File: src/verilog/ep_status_ctrl_defines.vh
`ifndef EP_STATUS_CTRL_DEFINES_VH
`define EP_STATUS_CTRL_DEFINES_VH

// ----------------------------------------------------------------------
// Register indices as printed (not word aligned, so index times four)
// ----------------------------------------------------------------------
`define IDX_NAK_WRITE_MASK      32'h0FFFFE03
`define IDX_SIE_STALL_RESUME    32'hFFFFFE04
`define IDX_CLEAR_REQ_RECORD    32'hFFFFFE05
`define IDX_SET_REQ_RECORD      32'hFFFFFE06
`define IDX_EP_STATUS_OCC       32'h0FFFFE07
`define IDX_BUS_SUSPEND_STATUS  32'hFFFFFE08
`define IDX_FIFO_CLEAR_A        32'hFFFFFE0A

// Byte address is four times the index; the two top bits fall off the
// 32-bit bus, which the address map already allows for
`define BYTE_ADDR(idx) ((idx) << 2)

// ----------------------------------------------------------------------
// Field positions
// ----------------------------------------------------------------------
`define NAK_MASK_B_BIT          3
`define NAK_MASK_A_BIT          2
`define FORCE_STALL_BIT         3
`define RESUME_DRIVE_BIT        0
`define SET_CONFIG_BIT          7
`define SET_FEAT_EP_BIT         2
`define SET_FEAT_DEV_BIT        0
`define SUSPEND_FLAG_BIT        7

// ----------------------------------------------------------------------
// Reset values and misc constants
// ----------------------------------------------------------------------
`define REG8_RESET              8'h00
`define RDATA_ZERO              32'h0000_0000
`define RESP_OKAY               2'h0
`define RESP_SLVERR             2'h2
`define FIFO_CLR_DELAY_USB      5

`endif

File: src/verilog/usb_function_ep_status_ctrl.v
`timescale 1ns/1ps
`include "ep_status_ctrl_defines.vh"

module usb_function_ep_status_ctrl #(
  parameter integer FIFO_CLR_DELAY = `FIFO_CLR_DELAY_USB
) (
  input  wire        clk_sys_i,
  input  wire        rstn_i,
  input  wire [31:0] s_axi_awaddr_i,
  input  wire        s_axi_awvalid_i,
  output wire        s_axi_awready_o,
  input  wire [31:0] s_axi_wdata_i,
  input  wire [3:0]  s_axi_wstrb_i,
  input  wire        s_axi_wvalid_i,
  output wire        s_axi_wready_o,
  output wire [1:0]  s_axi_bresp_o,
  output wire        s_axi_bvalid_o,
  input  wire        s_axi_bready_i,
  input  wire [31:0] s_axi_araddr_i,
  input  wire        s_axi_arvalid_i,
  output wire        s_axi_arready_o,
  output wire [31:0] s_axi_rdata_o,
  output wire [1:0]  s_axi_rresp_o,
  output wire        s_axi_rvalid_o,
  input  wire        s_axi_rready_i,
  input  wire        nak_ctrl_wr_i,
  input  wire [1:0]  nak_ctrl_wdata_i,
  output wire        bulk_out_b_nak_we_o,
  output wire        bulk_out_a_nak_we_o,
  output wire [1:0]  bulk_out_nak_wdata_o,
  input  wire        setup_token_i,
  input  wire        unsupported_wvalue_i,
  input  wire        auto_req_overrun_i,
  input  wire        fw_request_active_i,
  input  wire        remote_wakeup_enable_i,
  output wire        force_stall_o,
  output wire        resume_drive_o,
  input  wire [7:0]  clear_req_done_i,
  input  wire [2:0]  set_req_done_i,
  input  wire [1:0]  int_fifo_set_i,
  input  wire [1:0]  int_tx_done_i,
  input  wire [1:0]  bulk_out_toggle_i,
  input  wire [1:0]  bulk_out_cpu_empty_i,
  input  wire [1:0]  bulk_in_set_i,
  input  wire [1:0]  bulk_in_toggle_i,
  input  wire        ep0_tx_set_i,
  input  wire        ep0_tx_done_i,
  input  wire        ep0_rx_data_i,
  input  wire        ep0_rx_empty_i,
  input  wire        bus_suspend_evt_i,
  output wire [7:0]  fifo_clear_o
);

  // --------------------------------------------------------------------
  // Helpers
  // --------------------------------------------------------------------
  // Sticky flag update: a set in the same cycle as a clear wins
  function [7:0] sticky;
    input [7:0] cur;
    input [7:0] set;
    input [7:0] clr;
    begin
      sticky = (cur & ~clr) | set;
    end
  endfunction
  // Register select by byte address
  function is_addr;
    input [31:0] addr;
    input [31:0] byte_addr;
    begin
      is_addr = (addr == byte_addr);
    end
  endfunction

  // --------------------------------------------------------------------
  // State
  // --------------------------------------------------------------------
  reg        awready_reg;
  reg        wready_reg;
  reg        bvalid_reg;
  reg [1:0]  bresp_reg;
  reg        aw_full_reg;
  reg        w_full_reg;
  reg [31:0] waddr_reg;
  reg [7:0]  wdata_reg;
  reg        wlane_reg;
  reg        arready_reg;
  reg        rvalid_reg;
  reg [31:0] rdata_reg;
  reg [1:0]  rresp_reg;
  reg [1:0]  nak_mask_reg;
  reg        force_stall_reg;
  reg        resume_drive_reg;
  reg [7:0]  clear_record_reg;
  reg [2:0]  set_record_reg;
  reg [7:0]  occupancy_reg;
  reg        suspend_flag_reg;
  reg        nak_b_we_reg;
  reg        nak_a_we_reg;
  reg [1:0]  nak_wdata_reg;
  reg [7:0]  fifo_clear_reg;
  reg [7:0]  clr_pipe_reg [0:FIFO_CLR_DELAY-1];
  wire       aw_hs;
  wire       w_hs;
  wire       ar_hs;
  wire       do_write;
  wire [7:0] wbyte;
  wire       wr_mask;
  wire       wr_ctrl;
  wire       wr_fclr;
  wire       rd_clear_rec;
  wire       rd_set_rec;
  wire       rd_suspend;
  reg  [7:0] rd_byte;
  reg        rd_hit;
  wire       wr_hit;

  // --------------------------------------------------------------------
  // Bus handshakes
  // --------------------------------------------------------------------
  assign aw_hs    = s_axi_awvalid_i & awready_reg;
  assign w_hs     = s_axi_wvalid_i & wready_reg;
  assign ar_hs    = s_axi_arvalid_i & arready_reg;
  assign do_write = aw_full_reg & w_full_reg & ~bvalid_reg;
  assign wbyte    = wdata_reg;
  // byte lane 0 only
  // A write without lane 0 enabled touches nothing but still answers
  assign wr_mask = do_write & wlane_reg &
                   is_addr(waddr_reg, `BYTE_ADDR(`IDX_NAK_WRITE_MASK));
  assign wr_ctrl = do_write & wlane_reg &
                   is_addr(waddr_reg, `BYTE_ADDR(`IDX_SIE_STALL_RESUME));
  assign wr_fclr = do_write & wlane_reg &
                   is_addr(waddr_reg, `BYTE_ADDR(`IDX_FIFO_CLEAR_A));

  // Read side effects fire on the address handshake
  assign rd_clear_rec = ar_hs &
    is_addr(s_axi_araddr_i, `BYTE_ADDR(`IDX_CLEAR_REQ_RECORD));
  assign rd_set_rec   = ar_hs &
    is_addr(s_axi_araddr_i, `BYTE_ADDR(`IDX_SET_REQ_RECORD));
  assign rd_suspend   = ar_hs &
    is_addr(s_axi_araddr_i, `BYTE_ADDR(`IDX_BUS_SUSPEND_STATUS));
  // Write address decode for the response code
  assign wr_hit = is_addr(waddr_reg, `BYTE_ADDR(`IDX_NAK_WRITE_MASK))     |
                  is_addr(waddr_reg, `BYTE_ADDR(`IDX_SIE_STALL_RESUME))   |
                  is_addr(waddr_reg, `BYTE_ADDR(`IDX_CLEAR_REQ_RECORD))   |
                  is_addr(waddr_reg, `BYTE_ADDR(`IDX_SET_REQ_RECORD))     |
                  is_addr(waddr_reg, `BYTE_ADDR(`IDX_EP_STATUS_OCC))      |
                  is_addr(waddr_reg, `BYTE_ADDR(`IDX_BUS_SUSPEND_STATUS)) |
                  is_addr(waddr_reg, `BYTE_ADDR(`IDX_FIFO_CLEAR_A));
  // Read mux; reserved bits zero
  always @* begin
    rd_byte = `REG8_RESET;
    rd_hit  = 1'b1;
    case (s_axi_araddr_i)
      `BYTE_ADDR(`IDX_NAK_WRITE_MASK): begin
        rd_byte[`NAK_MASK_B_BIT] = nak_mask_reg[1];
        rd_byte[`NAK_MASK_A_BIT] = nak_mask_reg[0];
      end
      `BYTE_ADDR(`IDX_SIE_STALL_RESUME): begin
        rd_byte[`FORCE_STALL_BIT]  = force_stall_reg;
        rd_byte[`RESUME_DRIVE_BIT] = resume_drive_reg;
      end
      `BYTE_ADDR(`IDX_CLEAR_REQ_RECORD): rd_byte = clear_record_reg;
      `BYTE_ADDR(`IDX_SET_REQ_RECORD): begin
        rd_byte[`SET_CONFIG_BIT]   = set_record_reg[2];
        rd_byte[`SET_FEAT_EP_BIT]  = set_record_reg[1];
        rd_byte[`SET_FEAT_DEV_BIT] = set_record_reg[0];
      end
      `BYTE_ADDR(`IDX_EP_STATUS_OCC): rd_byte = occupancy_reg;
      `BYTE_ADDR(`IDX_BUS_SUSPEND_STATUS):
        rd_byte[`SUSPEND_FLAG_BIT] = suspend_flag_reg;
      `BYTE_ADDR(`IDX_FIFO_CLEAR_A): rd_byte = `REG8_RESET;
      default: rd_hit = 1'b0;
    endcase
  end

  // --------------------------------------------------------------------
  // AXI4-Lite write channel
  // --------------------------------------------------------------------
  // Readies stay low from acceptance until the response is taken, so
  // only one write is ever in flight
  always @(posedge clk_sys_i) begin
    if (!rstn_i) begin
      awready_reg <= 1'b1;
      wready_reg  <= 1'b1;
      aw_full_reg <= 1'b0;
      w_full_reg  <= 1'b0;
      bvalid_reg  <= 1'b0;
      bresp_reg   <= `RESP_OKAY;
      waddr_reg   <= `RDATA_ZERO;
      wdata_reg   <= `REG8_RESET;
      wlane_reg   <= 1'b0;
    end else begin
      if (aw_hs) begin
        aw_full_reg <= 1'b1;
        awready_reg <= 1'b0;
        waddr_reg   <= s_axi_awaddr_i;
      end
      if (w_hs) begin
        w_full_reg <= 1'b1;
        wready_reg <= 1'b0;
        wdata_reg  <= s_axi_wdata_i[7:0];
        wlane_reg  <= s_axi_wstrb_i[0];
      end
      if (do_write) begin
        aw_full_reg <= 1'b0;
        w_full_reg  <= 1'b0;
        bvalid_reg  <= 1'b1;
        bresp_reg   <= wr_hit ? `RESP_OKAY : `RESP_SLVERR;
      end
      if (bvalid_reg && s_axi_bready_i) begin
        bvalid_reg  <= 1'b0;
        awready_reg <= 1'b1;
        wready_reg  <= 1'b1;
      end
    end
  end

  // --------------------------------------------------------------------
  // AXI4-Lite read channel
  // --------------------------------------------------------------------
  always @(posedge clk_sys_i) begin
    if (!rstn_i) begin
      arready_reg <= 1'b1;
      rvalid_reg  <= 1'b0;
      rdata_reg   <= `RDATA_ZERO;
      rresp_reg   <= `RESP_OKAY;
    end else begin
      if (ar_hs) begin
        arready_reg <= 1'b0;
        rvalid_reg  <= 1'b1;
        rdata_reg   <= {24'h000000, rd_byte};
        rresp_reg   <= rd_hit ? `RESP_OKAY : `RESP_SLVERR;
      end else if (rvalid_reg && s_axi_rready_i) begin
        rvalid_reg  <= 1'b0;
        arready_reg <= 1'b1;
      end
    end
  end

  // --------------------------------------------------------------------
  // NAK write mask and the gated NAK writes
  // --------------------------------------------------------------------
  always @(posedge clk_sys_i) begin
    if (!rstn_i) begin
      nak_mask_reg  <= 2'h0;
      nak_b_we_reg  <= 1'b0;
      nak_a_we_reg  <= 1'b0;
      nak_wdata_reg <= 2'h0;
    end else begin
      // only mask bits stored
      // Bit 7 is not stored; leaves its effect to firmware discipline
      if (wr_mask)
        nak_mask_reg <= {wbyte[`NAK_MASK_B_BIT], wbyte[`NAK_MASK_A_BIT]};
      nak_b_we_reg  <= nak_ctrl_wr_i & nak_mask_reg[1];
      nak_a_we_reg  <= nak_ctrl_wr_i & nak_mask_reg[0];
      nak_wdata_reg <= nak_ctrl_wdata_i;
    end
  end

  // --------------------------------------------------------------------
  // Endpoint 0 force-stall and resume drive
  // --------------------------------------------------------------------
  // The stall output is registered, so a firmware set that lands after
  // the token is decoded only affects the next transfer
  always @(posedge clk_sys_i) begin
    if (!rstn_i) begin
      force_stall_reg  <= 1'b0;
      resume_drive_reg <= 1'b0;
    end else begin
      if (setup_token_i)
        force_stall_reg <= 1'b0;
      // firmware set gated
      // Clearing from firmware is always allowed
      if (wr_ctrl && (fw_request_active_i || !wbyte[`FORCE_STALL_BIT]))
        force_stall_reg <= wbyte[`FORCE_STALL_BIT];
      // overrun stalls
      // Hardware sets win over the SETUP clear; halt flag is elsewhere
      if (unsupported_wvalue_i || auto_req_overrun_i)
        force_stall_reg <= 1'b1;
      if (wr_ctrl && remote_wakeup_enable_i)
        resume_drive_reg <= wbyte[`RESUME_DRIVE_BIT];
    end
  end

  // --------------------------------------------------------------------
  // Request records, cleared by read
  // --------------------------------------------------------------------
  always @(posedge clk_sys_i) begin
    if (!rstn_i) begin
      clear_record_reg <= `REG8_RESET;
      set_record_reg   <= 3'h0;
    end else begin
      clear_record_reg <= sticky(clear_record_reg, clear_req_done_i,
                                 {8{rd_clear_rec}});
      set_record_reg   <= (set_record_reg & ~{3{rd_set_rec}}) | set_req_done_i;
    end
  end

  // --------------------------------------------------------------------
  // FIFO clear delay line
  // --------------------------------------------------------------------
  // five clocks to status
  // Reads in the gap still show the old occupancy by design
  integer i;
  always @(posedge clk_sys_i) begin
    if (!rstn_i) begin
      fifo_clear_reg <= `REG8_RESET;
      for (i = 0; i < FIFO_CLR_DELAY; i = i + 1)
        clr_pipe_reg[i] <= `REG8_RESET;
    end else begin
      fifo_clear_reg  <= wr_fclr ? wbyte : `REG8_RESET;
      clr_pipe_reg[0] <= wr_fclr ? wbyte : `REG8_RESET;
      for (i = 1; i < FIFO_CLR_DELAY; i = i + 1)
        clr_pipe_reg[i] <= clr_pipe_reg[i-1];
    end
  end

  // --------------------------------------------------------------------
  // FIFO occupancy flags and bus suspend flag
  // --------------------------------------------------------------------
  // no endpoint qualification
  // Bits of unsupported endpoints just follow their inputs
  always @(posedge clk_sys_i) begin
    if (!rstn_i) begin
      occupancy_reg    <= `REG8_RESET;
      suspend_flag_reg <= 1'b0;
    end else begin
      occupancy_reg <= sticky(occupancy_reg,
        {int_fifo_set_i, bulk_out_toggle_i, bulk_in_set_i,
         ep0_tx_set_i, ep0_rx_data_i},
        {int_tx_done_i, bulk_out_cpu_empty_i, bulk_in_toggle_i,
         ep0_tx_done_i, ep0_rx_empty_i} | clr_pipe_reg[FIFO_CLR_DELAY-1]);
      suspend_flag_reg <= bus_suspend_evt_i |
                          (suspend_flag_reg & ~rd_suspend);
    end
  end

  // --------------------------------------------------------------------
  // Outputs
  // --------------------------------------------------------------------
  assign s_axi_awready_o      = awready_reg;
  assign s_axi_wready_o       = wready_reg;
  assign s_axi_bvalid_o       = bvalid_reg;
  assign s_axi_bresp_o        = bresp_reg;
  assign s_axi_arready_o      = arready_reg;
  assign s_axi_rvalid_o       = rvalid_reg;
  assign s_axi_rdata_o        = rdata_reg;
  assign s_axi_rresp_o        = rresp_reg;
  assign bulk_out_b_nak_we_o  = nak_b_we_reg;
  assign bulk_out_a_nak_we_o  = nak_a_we_reg;
  assign bulk_out_nak_wdata_o = nak_wdata_reg;
  assign force_stall_o        = force_stall_reg;
  assign resume_drive_o       = resume_drive_reg;
  assign fifo_clear_o         = fifo_clear_reg;

endmodule // usb_function_ep_status_ctrl

File: config.mk
export PLATFORM = sky130hd
export DESIGN_NAME = usb_function_ep_status_ctrl
export DESIGN_NICKNAME = d
export VERILOG_FILES = /design/src/verilog/usb_function_ep_status_ctrl.v
export VERILOG_INCLUDE_DIRS = /design/src /design/src/verilog
export SDC_FILE = /design/constraint.sdc
export NUM_CORES = 1
export LEC_CHECK = 0
export BUFFER_PORTS_ARGS = -buffer_cell sky130_fd_sc_hd__buf_2
export CORE_ASPECT_RATIO = 1.75
export CORE_UTILIZATION = 40
export CTS_CLUSTER_DIAMETER = 200
export CTS_CLUSTER_SIZE = 40
export DETAILED_ROUTE_END_ITERATION = 6
export PLACE_DENSITY_LB_ADDON = 0.3
export SYNTH_ARGS = -nofsm -noshare
export SYNTH_HDL_FRONTEND = slang
export SYNTH_SLANG_ARGS = --single-unit
File: constraint.sdc
create_clock -name clk_sys_i -period 2 [get_ports clk_sys_i]
set_input_delay 0.1 -clock clk_sys_i [delete_from_list [all_inputs] [get_ports clk_sys_i]]
set_output_delay 0.1 -clock clk_sys_i [all_outputs]
set_load 0.01 [all_outputs]
==> results of run 1 <==
-- power groups by stage --
stage | clock network, mW | logic (mW) | registers, mW
floorplan | 0 | 0.279 | 2.71
global placement | 0 | 0.433 | 2.72
detailed placement | 0 | 0.442 | 2.72
CTS | 2.82 | 0.558 | 2.67
global route | 2.94 | 0.629 | 2.68
finish | 2.75 | 0.565 | 2.67
-- synthesized netlist by cell type (all sizes together), types with 2 or more instances --
master    n
inv      10
o21ai    13
nand4b    3
or2       2
mux2i     4
nand4    13
dfxtp   126
mux2      2
a22oi     4
or4       3
o21a      3
and3      3
a31oi     6
nand3     9
and2     47
o41ai     2
nor4      8
nand2   101
or3       3
nor3      8
buf      36
nand2b    8
nor2b     2
nor2     36
nor3b     2
a21oi    66
clkbuf   21
-- cell families after synthesis --
group | synth area share [%]
buffers and inverters | 8.18
other | 0.0768
AOI/OAI and AO/OA | 11.4
xor gates and xnor gates | 0.179
and+or+nand+nor | 27.2
DFF | 51.7
muxes | 1.28
-- layer usage --
metal / vias up / GRT usage, % / part of all wire, %
met5: - / 0 / 0
met4: 0 / 12.7 / 4.6
met3: 41 / 4.11 / 4.2
met2: 168 / 37.8 / 55
met1: 2028 / 20.3 / 36
li1: 2256 / - / -
-- stage by stage --
stage | instances | utilization, % | power (mW) | instance area (um^2) | TNS (ps)
2_1_floorplan | 580 | - | 2.99 | 4980 | 0
3_3_place_gp | 818 | 47.1 | 3.15 | 5620 | 0
3_5_place_dp | 818 | 47.1 | 3.17 | 5620 | -45.7
4_1_cts | 925 | 57.9 | 6.05 | 6910 | -24.8
5_1_grt | 925 | 58.0 | 6.25 | 6920 | -107
6_report | 925 | 58.0 | 5.98 | 6920 | -5.08
-- path summary, 6_finish.rpt --
check	endpoint
worst max-delay path	nak_mask_reg[1]
worst min-delay path	occupancy_reg[0]
worst max register to register	nak_mask_reg[1]
worst min register to register	clr_pipe_reg[0][18]
-- area by class of cell --
type	instances	area, um^2	area share, %
multi-input combinational	387	2060	29.8
sequential	126	2530	36.5
clock inverter	14	110	1.59
inverter	10	37.5	0.542
tap	137	171	2.48
clock buffer	18	429	6.20
timing repair buffer	233	1580	22.9
-- worst max-delay path: cells and delay by family (launching register included) --
kind | cells | cell delay, ps
flops | 1 | 320
mux | 1 | 190
simple gates | 4 | 1380
-- timing repair --
| item | 4_1_cts | 5_1_grt |
|---|---|---|
| hold buffers | 73 | 0 |
| endpoints found under the hold margin | 70 | 0 |
| pin swaps | 3 | 2 |
| gates resized for setup | 2 | 3 |
| endpoints found under the setup margin | 2 | 12 |
| buffers inserted | 2 | 0 |
==> flow_metrics.tcl, run 1 <==
set metrics [dict create \
    status "finished with violations" \
    violations "setup timing" \
    yosysTopAreaCell "dfxtp_1" \
    skew_ps 6.11 \
    ys_ff_latch 126 \
    drv_cap 0 \
    path_class "reg -> reg" \
    yosysUniqueCellTypes 47 \
    hold_ws_ps 27.7 \
    largest_reg_flops 33 \
    setup_ws_ps -5.08 \
    antenna_found_initial 0 \
    synth_edf_count 0 \
    gp_congestion 0.874 \
    yosysTopAreaCellShare_pct 51.7 \
    post-route-period-util_pct 100 \
    grt_max_degree 55 \
    clockRootBuffer "clkbuf_16" \
    n_antenna_cell 0 \
    pwr-share-seq_pct 44.7 \
    cp_cell_sequence "or4bb_1, or4_4, and4bb_4, mux2i_1, nor2_1" \
    p_sw_share_pct 24.8 \
    maxSlewViolCount 0 \
    leakage_nw 3.04 \
    syn2layout_area_growth_pct 41.8 \
    clkPwrFrac_pct 45.9 \
    core_area_um2 11900 \
    clock_latency_ps 400 \
    avgRoutedWirePerCell_um 13.6 \
    final_common_cell "buf_2" \
    drc 0 \
    critPathLaunchType "register" \
    num_io_pins 198 \
    avgViaCountPerCell 4.86 \
    portBuffers 144 \
    mostFrequentLayoutCells "buf_2 (144), dfxtp_1 (123), nand2_1 (101), dlygate4sd3_1 (73), a21oi_1 (66)" \
    grt_overflow_total 0 \
    synthTopCellsByArea "dfxtp_1 (52%), nand2_1 (7.8%), a21oi_1 (6.8%), and2_1 (6.0%), buf_4 (5.2%)" \
    drt_iter0_drc 144 \
    switchingPower_mw 1.48 \
    cp_slowest_cell "or4bb_1" \
    synth-seq-area-share_pct 51.7 \
    r2r_slack_ps -5 \
    crit_fanout 2 \
    worstPathRequired_ps 2280 \
    rows 53 \
    cts.sinks 126 \
    first_pass_iters 6 \
    place_ws_ps -24.3 \
    ys.flop_type "dfxtp_1" \
    clock_path_buffers 2 \
    arrival_ps 2290 \
    hold_path_depth 4 \
    syn_avg_cell_area_um2 8.80 \
    drtAntennaViolNets 0 \
    cp_slowest_stage_delay_ps 490 \
    rsz0062_at_grt "yes" \
    yosys_warnings 0 \
    peakVddDrop_mv 0.591 \
    finalCriticalPeriod_ps 2010 \
    tritoncts "done" \
    num_vias 4493 \
    worst_r2r_path_depth 5 \
    drive_above_1_share_pct 27.0 \
    netlist_area_um2 4880 \
    end_kind "register" \
    finalHoldViolations 0 \
    die_w_um 85.5 \
    fmax_mhz 499 \
    min_from "ep0_rx_empty_i" \
    die_h_um 148 \
    cts-buffers-inserted 17 \
    n_fill_cell 1066 \
    layout.nets 918 \
    grt_pass1_vias 4530 \
    power.density_nw_per_um2 865 \
    dieArea_um2 12700 \
    crit_start "waddr_reg[31]" \
    dp.final_hpwl_um 8540 \
    postSynthCellCount 555 \
    combinationalPowerShare_pct 9.4 \
    initial_core_util_pct 40.9 \
    track_usage_pct 20.4 \
    wirelength_um 12600 \
    grt_pass1_wl_um 20200 \
    hold_path_class "in -> reg" \
    internal_power_mw 4.50 \
    worst_pin_slew_ps 636 \
    async_flop_share_pct 0 \
    setup_violations 1 \
    slew_headroom_pct 57.3 \
    worst_setup_hold_path_clk_slew_ps 60 \
    reg2reg_from "waddr_reg[31]" \
    htree_levels 4 \
]
Note: power is estimated with default switching activity, not from simulation.
==> inputs of run 2 (changes only) <==
--- a/config.mk
+++ b/config.mk
@@ -7,8 +7,10 @@
 export NUM_CORES = 1
 export LEC_CHECK = 0
 export BUFFER_PORTS_ARGS = -buffer_cell sky130_fd_sc_hd__buf_2
+export CELL_PAD_IN_SITES_DETAIL_PLACEMENT = 1
+export CELL_PAD_IN_SITES_GLOBAL_PLACEMENT = 1
 export CORE_ASPECT_RATIO = 1.75
-export CORE_UTILIZATION = 40
+export CORE_UTILIZATION = 31
 export CTS_CLUSTER_DIAMETER = 200
 export CTS_CLUSTER_SIZE = 40
 export DETAILED_ROUTE_END_ITERATION = 6
@@ -16,3 +18,4 @@
 export SYNTH_ARGS = -nofsm -noshare
 export SYNTH_HDL_FRONTEND = slang
 export SYNTH_SLANG_ARGS = --single-unit
+export TNS_END_PERCENT = 1
==> flow_metrics.tcl, run 2 (synthesis gave the netlist of run 1 again) <==
set metrics [dict create \
    fin_cells 980 \
    largest_reg_flops 33 \
    crit_fanout 3 \
    drtAntennaViolNets 0 \
    leakage_nw 3.13 \
    fin_setup_tns_ps -30.7 \
    num_io_pins 198 \
    place_inst 876 \
    peakVddDrop_mv 0.514 \
    drive_above_1_share_pct 27.7 \
    rsz0062_at_grt "yes" \
    worstPathRequired_ps 2290 \
    route.met3.wl_um 517 \
    dp.final_hpwl_um 10400 \
    finalHoldViolations 0 \
    htree_levels 4 \
    tritoncts "done" \
    track_usage_pct 18.3 \
    n_antenna_cell 0 \
    clock_latency_ps 400 \
    maxSlewViolCount 0 \
    cts-buffers-inserted 17 \
    layout.nets 924 \
    drc 0 \
    worst_pin_slew_ps 740 \
    drv_cap 0 \
    final_util_pct 46.3 \
    slew_headroom_pct 50.6 \
    worst_setup_hold_path_clk_slew_ps 60 \
    end_kind "register" \
    rows 60 \
    wirelength_um 14500 \
    die_h_um 168 \
    initial_core_util_pct 31.7 \
    dr_wl_met2_um 8270 \
    core_area_um2 15400 \
    avgRoutedWirePerCell_um 14.8 \
    clock_path_buffers 2 \
    dieArea_um2 16300 \
    violations "setup timing" \
    status "finished with violations" \
    grt_pass1_vias 4999 \
    top_layer "met4" \
    hold_path_class "in -> reg" \
    critPathLaunchType "register" \
    grt_overflow_total 0 \
    clockRootBuffer "clkbuf_16" \
    die_w_um 96.9 \
    place_ws_ps -58.0 \
    n_fill_cell 1809 \
    first_pass_iters 4 \
    num_vias 4581 \
    arrival_ps 2310 \
    power.density_nw_per_um2 900 \
    antenna_found_initial 0 \
    grt_max_degree 39 \
    path_class "reg -> reg" \
    fmax_mhz 496 \
    syn2layout_area_growth_pct 46.0 \
    mostFrequentLayoutCells "buf_2 (144), dfxtp_1 (124), nand2_1 (101), dlygate4sd3_1 (72), a21oi_1 (66)" \
    setup_ws_ps -16.5 \
    portBuffers 144 \
    finalCriticalPeriod_ps 2020 \
    grt_pass1_wl_um 23500 \
    skew_ps 6.93 \
    post-route-period-util_pct 101 \
    gp_congestion 0.929 \
    avgViaCountPerCell 4.67 \
    final_common_cell "buf_2" \
    met1_length_um 5180 \
    setup_violations 2 \
    cts.sinks 126 \
    power_mw 6.41 \
    drt_iter0_drc 114 \
]
run 2: report_power, final:
part	switching (mW)	leakage (nW)	internal, mW
clock network	1.18	0.295	1.99
logic	0.282	1.81	0.290
registers	0.0617	1.03	2.61
total	1.52	3.13	4.89
run 2: worst max-delay path, stage by stage (launching register included):
cell      delay, ps
dfxtp_2         320
or4bb_1         510
or4_4           500
and4bb_4        340
mux2i_1         190
nor2_1           50
run 2: area by class of cell:
class,instances,area (um^2),share of cell area (%)
Multi-Input combinational cell,387,2090,29.4
Timing Repair Buffer,239,1630,22.8
Clock inverter,14,181,2.55
Clock buffer,18,429,6.02
Inverter,10,37.5,0.527
Sequential cell,126,2520,35.4
Tap cell,186,233,3.27
run 2: what timing repair did:
item / 4_1_cts / 5_1_grt
buffers inserted: 0 / 0
endpoints found under the setup margin: 12 / 12
pin swaps: 2 / 0
hold buffers: 72 / 0
resized for setup: 5 / 3
endpoints found under the hold margin: 71 / 0
cloned: 0 / 0
run 2: layer usage:
layer  GRT usage, %  vias to the layer above
li1               -                     2268
met1           17.1                     2149
met2           36.6                      132
met3           3.40                       32
met4           9.60                        0
met5              0                        -
run 2: final timing paths:
path                            start  slack, ps             endpoint  cells past startpoint
setup / recovery        waddr_reg[30]        -20      nak_mask_reg[0]                      5
setup reg to reg        waddr_reg[30]        -20      nak_mask_reg[0]                      5
hold reg to reg   clr_pipe_reg[0][26]        430  clr_pipe_reg[0][34]                      1
hold / removal         ep0_rx_empty_i         20     occupancy_reg[0]                      4
run 2: stage by stage:
| step | instance area, um^2 | hold slack, ps |
|---|---|---|
| 6_report | 7130 | 24.2 |
| 4_1_cts | 7110 | 5.11 |
| 5_1_grt | 7130 | 33.9 |
| 3_3_place_gp | 5750 | 305 |
| 3_5_place_dp | 5750 | 313 |
| 2_1_floorplan | 4980 | 200 |
==> inputs of run 3 (changes only) <==
--- a/config.mk
+++ b/config.mk
@@ -6,11 +6,12 @@
 export SDC_FILE = /design/constraint.sdc
 export NUM_CORES = 1
 export LEC_CHECK = 0
+export ABC_AREA = 1
 export BUFFER_PORTS_ARGS = -buffer_cell sky130_fd_sc_hd__buf_2
 export CELL_PAD_IN_SITES_DETAIL_PLACEMENT = 1
 export CELL_PAD_IN_SITES_GLOBAL_PLACEMENT = 1
 export CORE_ASPECT_RATIO = 1.75
-export CORE_UTILIZATION = 31
+export CORE_UTILIZATION = 30
 export CTS_CLUSTER_DIAMETER = 200
 export CTS_CLUSTER_SIZE = 40
 export DETAILED_ROUTE_END_ITERATION = 6
==> flow_metrics.tcl, run 3 <==
set metrics [dict create \
    ys.flop_type "dfxtp_1" \
    yosysTopAreaCell "dfxtp_1" \
    hold_ws_ps 9.27 \
    syn_avg_cell_area_um2 7.53 \
    num_vias 4750 \
    finalHoldViolations 0 \
    end_kind "register" \
    slew_headroom_pct 61.0 \
    post-route-period-util_pct 74.5 \
    n_antenna_cell 0 \
    antenna_found_initial 0 \
    critPathLaunchType "register" \
    synthTopCellsByArea "dfxtp_1 (51%), nand2_1 (9.1%), nor2_1 (8.9%), inv_1 (5.7%), buf_4 (5.1%)" \
    skew_ps 13.9 \
    track_usage_pct 17.5 \
    cts.sinks 126 \
    num_io_pins 198 \
    fin_cells 1111 \
    hold_path_depth 3 \
    cp_cell_sequence "nand2_1, nor2_1, nand3_1, nor4_1, nand2_1, nor2_1" \
    fmax_mhz 671 \
    clock_latency_ps 410 \
    postSynthCellCount 663 \
    drive_above_1_share_pct 23.1 \
    clock_path_buffers 2 \
    die_h_um 173 \
    gp_congestion 0.854 \
    synth_most_common_cell "dfxtp_1" \
    grt_pass1_vias 4950 \
    rsz0062_at_grt "no" \
    maxSlewViolCount 0 \
    grt_max_degree 42 \
    synth_edf_count 0 \
    avgRoutedWirePerCell_um 12.9 \
    top_layer "met4" \
    crit_fanout 8 \
    layout.nets 1017 \
    largest_reg_flops 33 \
    tritoncts "done" \
    htree_levels 4 \
    ys_ff_latch 126 \
    yosys_warnings 0 \
    syn2layout_area_growth_pct 42.1 \
    peakVddDrop_mv 0.521 \
    rows 62 \
    n_fill_cell 2051 \
    drc 0 \
    core_area_um2 16400 \
    grt_pass1_wl_um 23000 \
    mostFrequentLayoutCells "buf_2 (144), dfxtp_1 (126), nand2_1 (121), nor2_1 (118), inv_1 (76)" \
    yosysUniqueCellTypes 32 \
    first_pass_iters 4 \
    finalCriticalPeriod_ps 1490 \
    arrival_ps 1830 \
    worst_r2r_path_depth 6 \
    cts-buffers-inserted 17 \
    fin_setup_tns_ps 0 \
    leakage_nw 3.50 \
    cp_slowest_stage_delay_ps 340 \
    worst_setup_hold_path_clk_slew_ps 60 \
    initial_core_util_pct 30.5 \
    async_flop_share_pct 0 \
    dp.final_hpwl_um 10100 \
    critical-path-top-delay-family "simple AND/OR/NAND/NOR gates" \
    route.met3.wl_um 472 \
    yosysTopAreaCellShare_pct 50.5 \
    place_inst 1006 \
    path_class "reg -> reg" \
    portBuffers 144 \
    path_depth 6 \
    netlist_area_um2 4990 \
    dieArea_um2 17200 \
    drtAntennaViolNets 0 \
    final_common_cell "buf_2" \
    worst_pin_slew_ps 583 \
    status "finished clean" \
    clockRootBuffer "clkbuf_16" \
    die_w_um 99.5 \
    postCtsResizedCells 0 \
    power.density_nw_per_um2 905 \
    postCtsSetupBuffers 0 \
    drt_iter0_drc 62 \
    drv_cap 0 \
    worstPathRequired_ps 2340 \
    synth-seq-area-share_pct 50.5 \
    met1_length_um 5180 \
    dr_wl_met2_um 8320 \
    hold_path_class "in -> reg" \
    grt_overflow_total 0 \
    synth_commonest_cells "dfxtp_1 (126), nand2_1 (121), nor2_1 (118)" \
    setup_violations 0 \
    crit_buf_inv 0 \
    avgViaCountPerCell 4.28 \
    cp_slowest_cell "dfxtp_1" \
    wirelength_um 14300 \
]
-- run 3: changes by cell type in the layout (fill, tap and decap cells not counted), moves of 6 or more --
cell | before | now
nand3_1 | 9 | 32
nor2_1 | 36 | 118
inv_1 | 9 | 76
and2_1 | 47 | 0
nor2_2 | 0 | 6
a21oi_1 | 66 | 43
nand2_1 | 101 | 121
nand2b_1 | 8 | 0
nand4_1 | 13 | 1
o21ai_0 | 13 | 49
buf_4 | 22 | 5
-- run 3: cell families (layout without fill, tap and decap cells) --
group / after synthesis / in the layout / synth area share, %
simple gates: 295 / 295 / 24.8
buf+inv: 136 / 335 / 13.6
compound gates: 105 / 105 / 11.1
other cells: 1 / 26 / 0.0751
flops: 126 / 126 / 50.5
-- run 3: worst paths after layout --
path                  startpoint                  end  slack, ps
max                waddr_reg[24]      fifo_clear_o[5]        510
min                       rstn_i            wlane_reg          9
max reg2reg        waddr_reg[24]      fifo_clear_o[5]        510
min reg2reg  clr_pipe_reg[0][29]  clr_pipe_reg[0][37]        410
-- run 3: per-layer routing --
layer,vias to the layer above,global-route usage [%]
li1,2425,-
met1,2180,15.9
met2,125,35.5
met3,20,3.35
met4,0,7.78
met5,-,0
-- run 3: tightest hold or removal path: stages --
cell	delay (ps)
buf_2	100
inv_2	70
a21oi_1	100
-- run 3: power breakdown --
part | internal [mW] | switching, mW | total, mW
sequential | 2.63 | 0.0663 | 2.70
combinational | 0.294 | 0.318 | 0.613
clock | 1.89 | 1.22 | 3.11
-- run 3: layout make-up --
cell class,instances,area [um^2],share of cell area (%)
Clock inverter,14,155,2.19
Tap cell,224,280,3.95
Multi-Input combinational cell,426,1890,26.6
Timing Repair Buffer,223,1510,21.3
Inverter,80,303,4.27
Sequential cell,126,2520,35.6
Clock buffer,18,439,6.19
-- run 3: through the flow --
step / worst slack [ps] / utilization, % / instance area, um^2 / power, mW
4_1_cts: 453 / 43.3 / 7090 / 6.52
5_1_grt: 296 / 43.3 / 7090 / 6.72
6_report: 511 / 43.3 / 7090 / 6.42
2_1_floorplan: 761 / - / 5080 / 3.06
3_3_place_gp: 400 / 35.2 / 5770 / 3.24
3_5_place_dp: 384 / 35.2 / 5770 / 3.25
-- run 3: timing repair --
| action | CTS | global route |
|---|---|---|
| hold endpoints to repair | 69 | 0 |
| setup endpoints to repair | 0 | 0 |
| hold buffers | 73 | 0 |
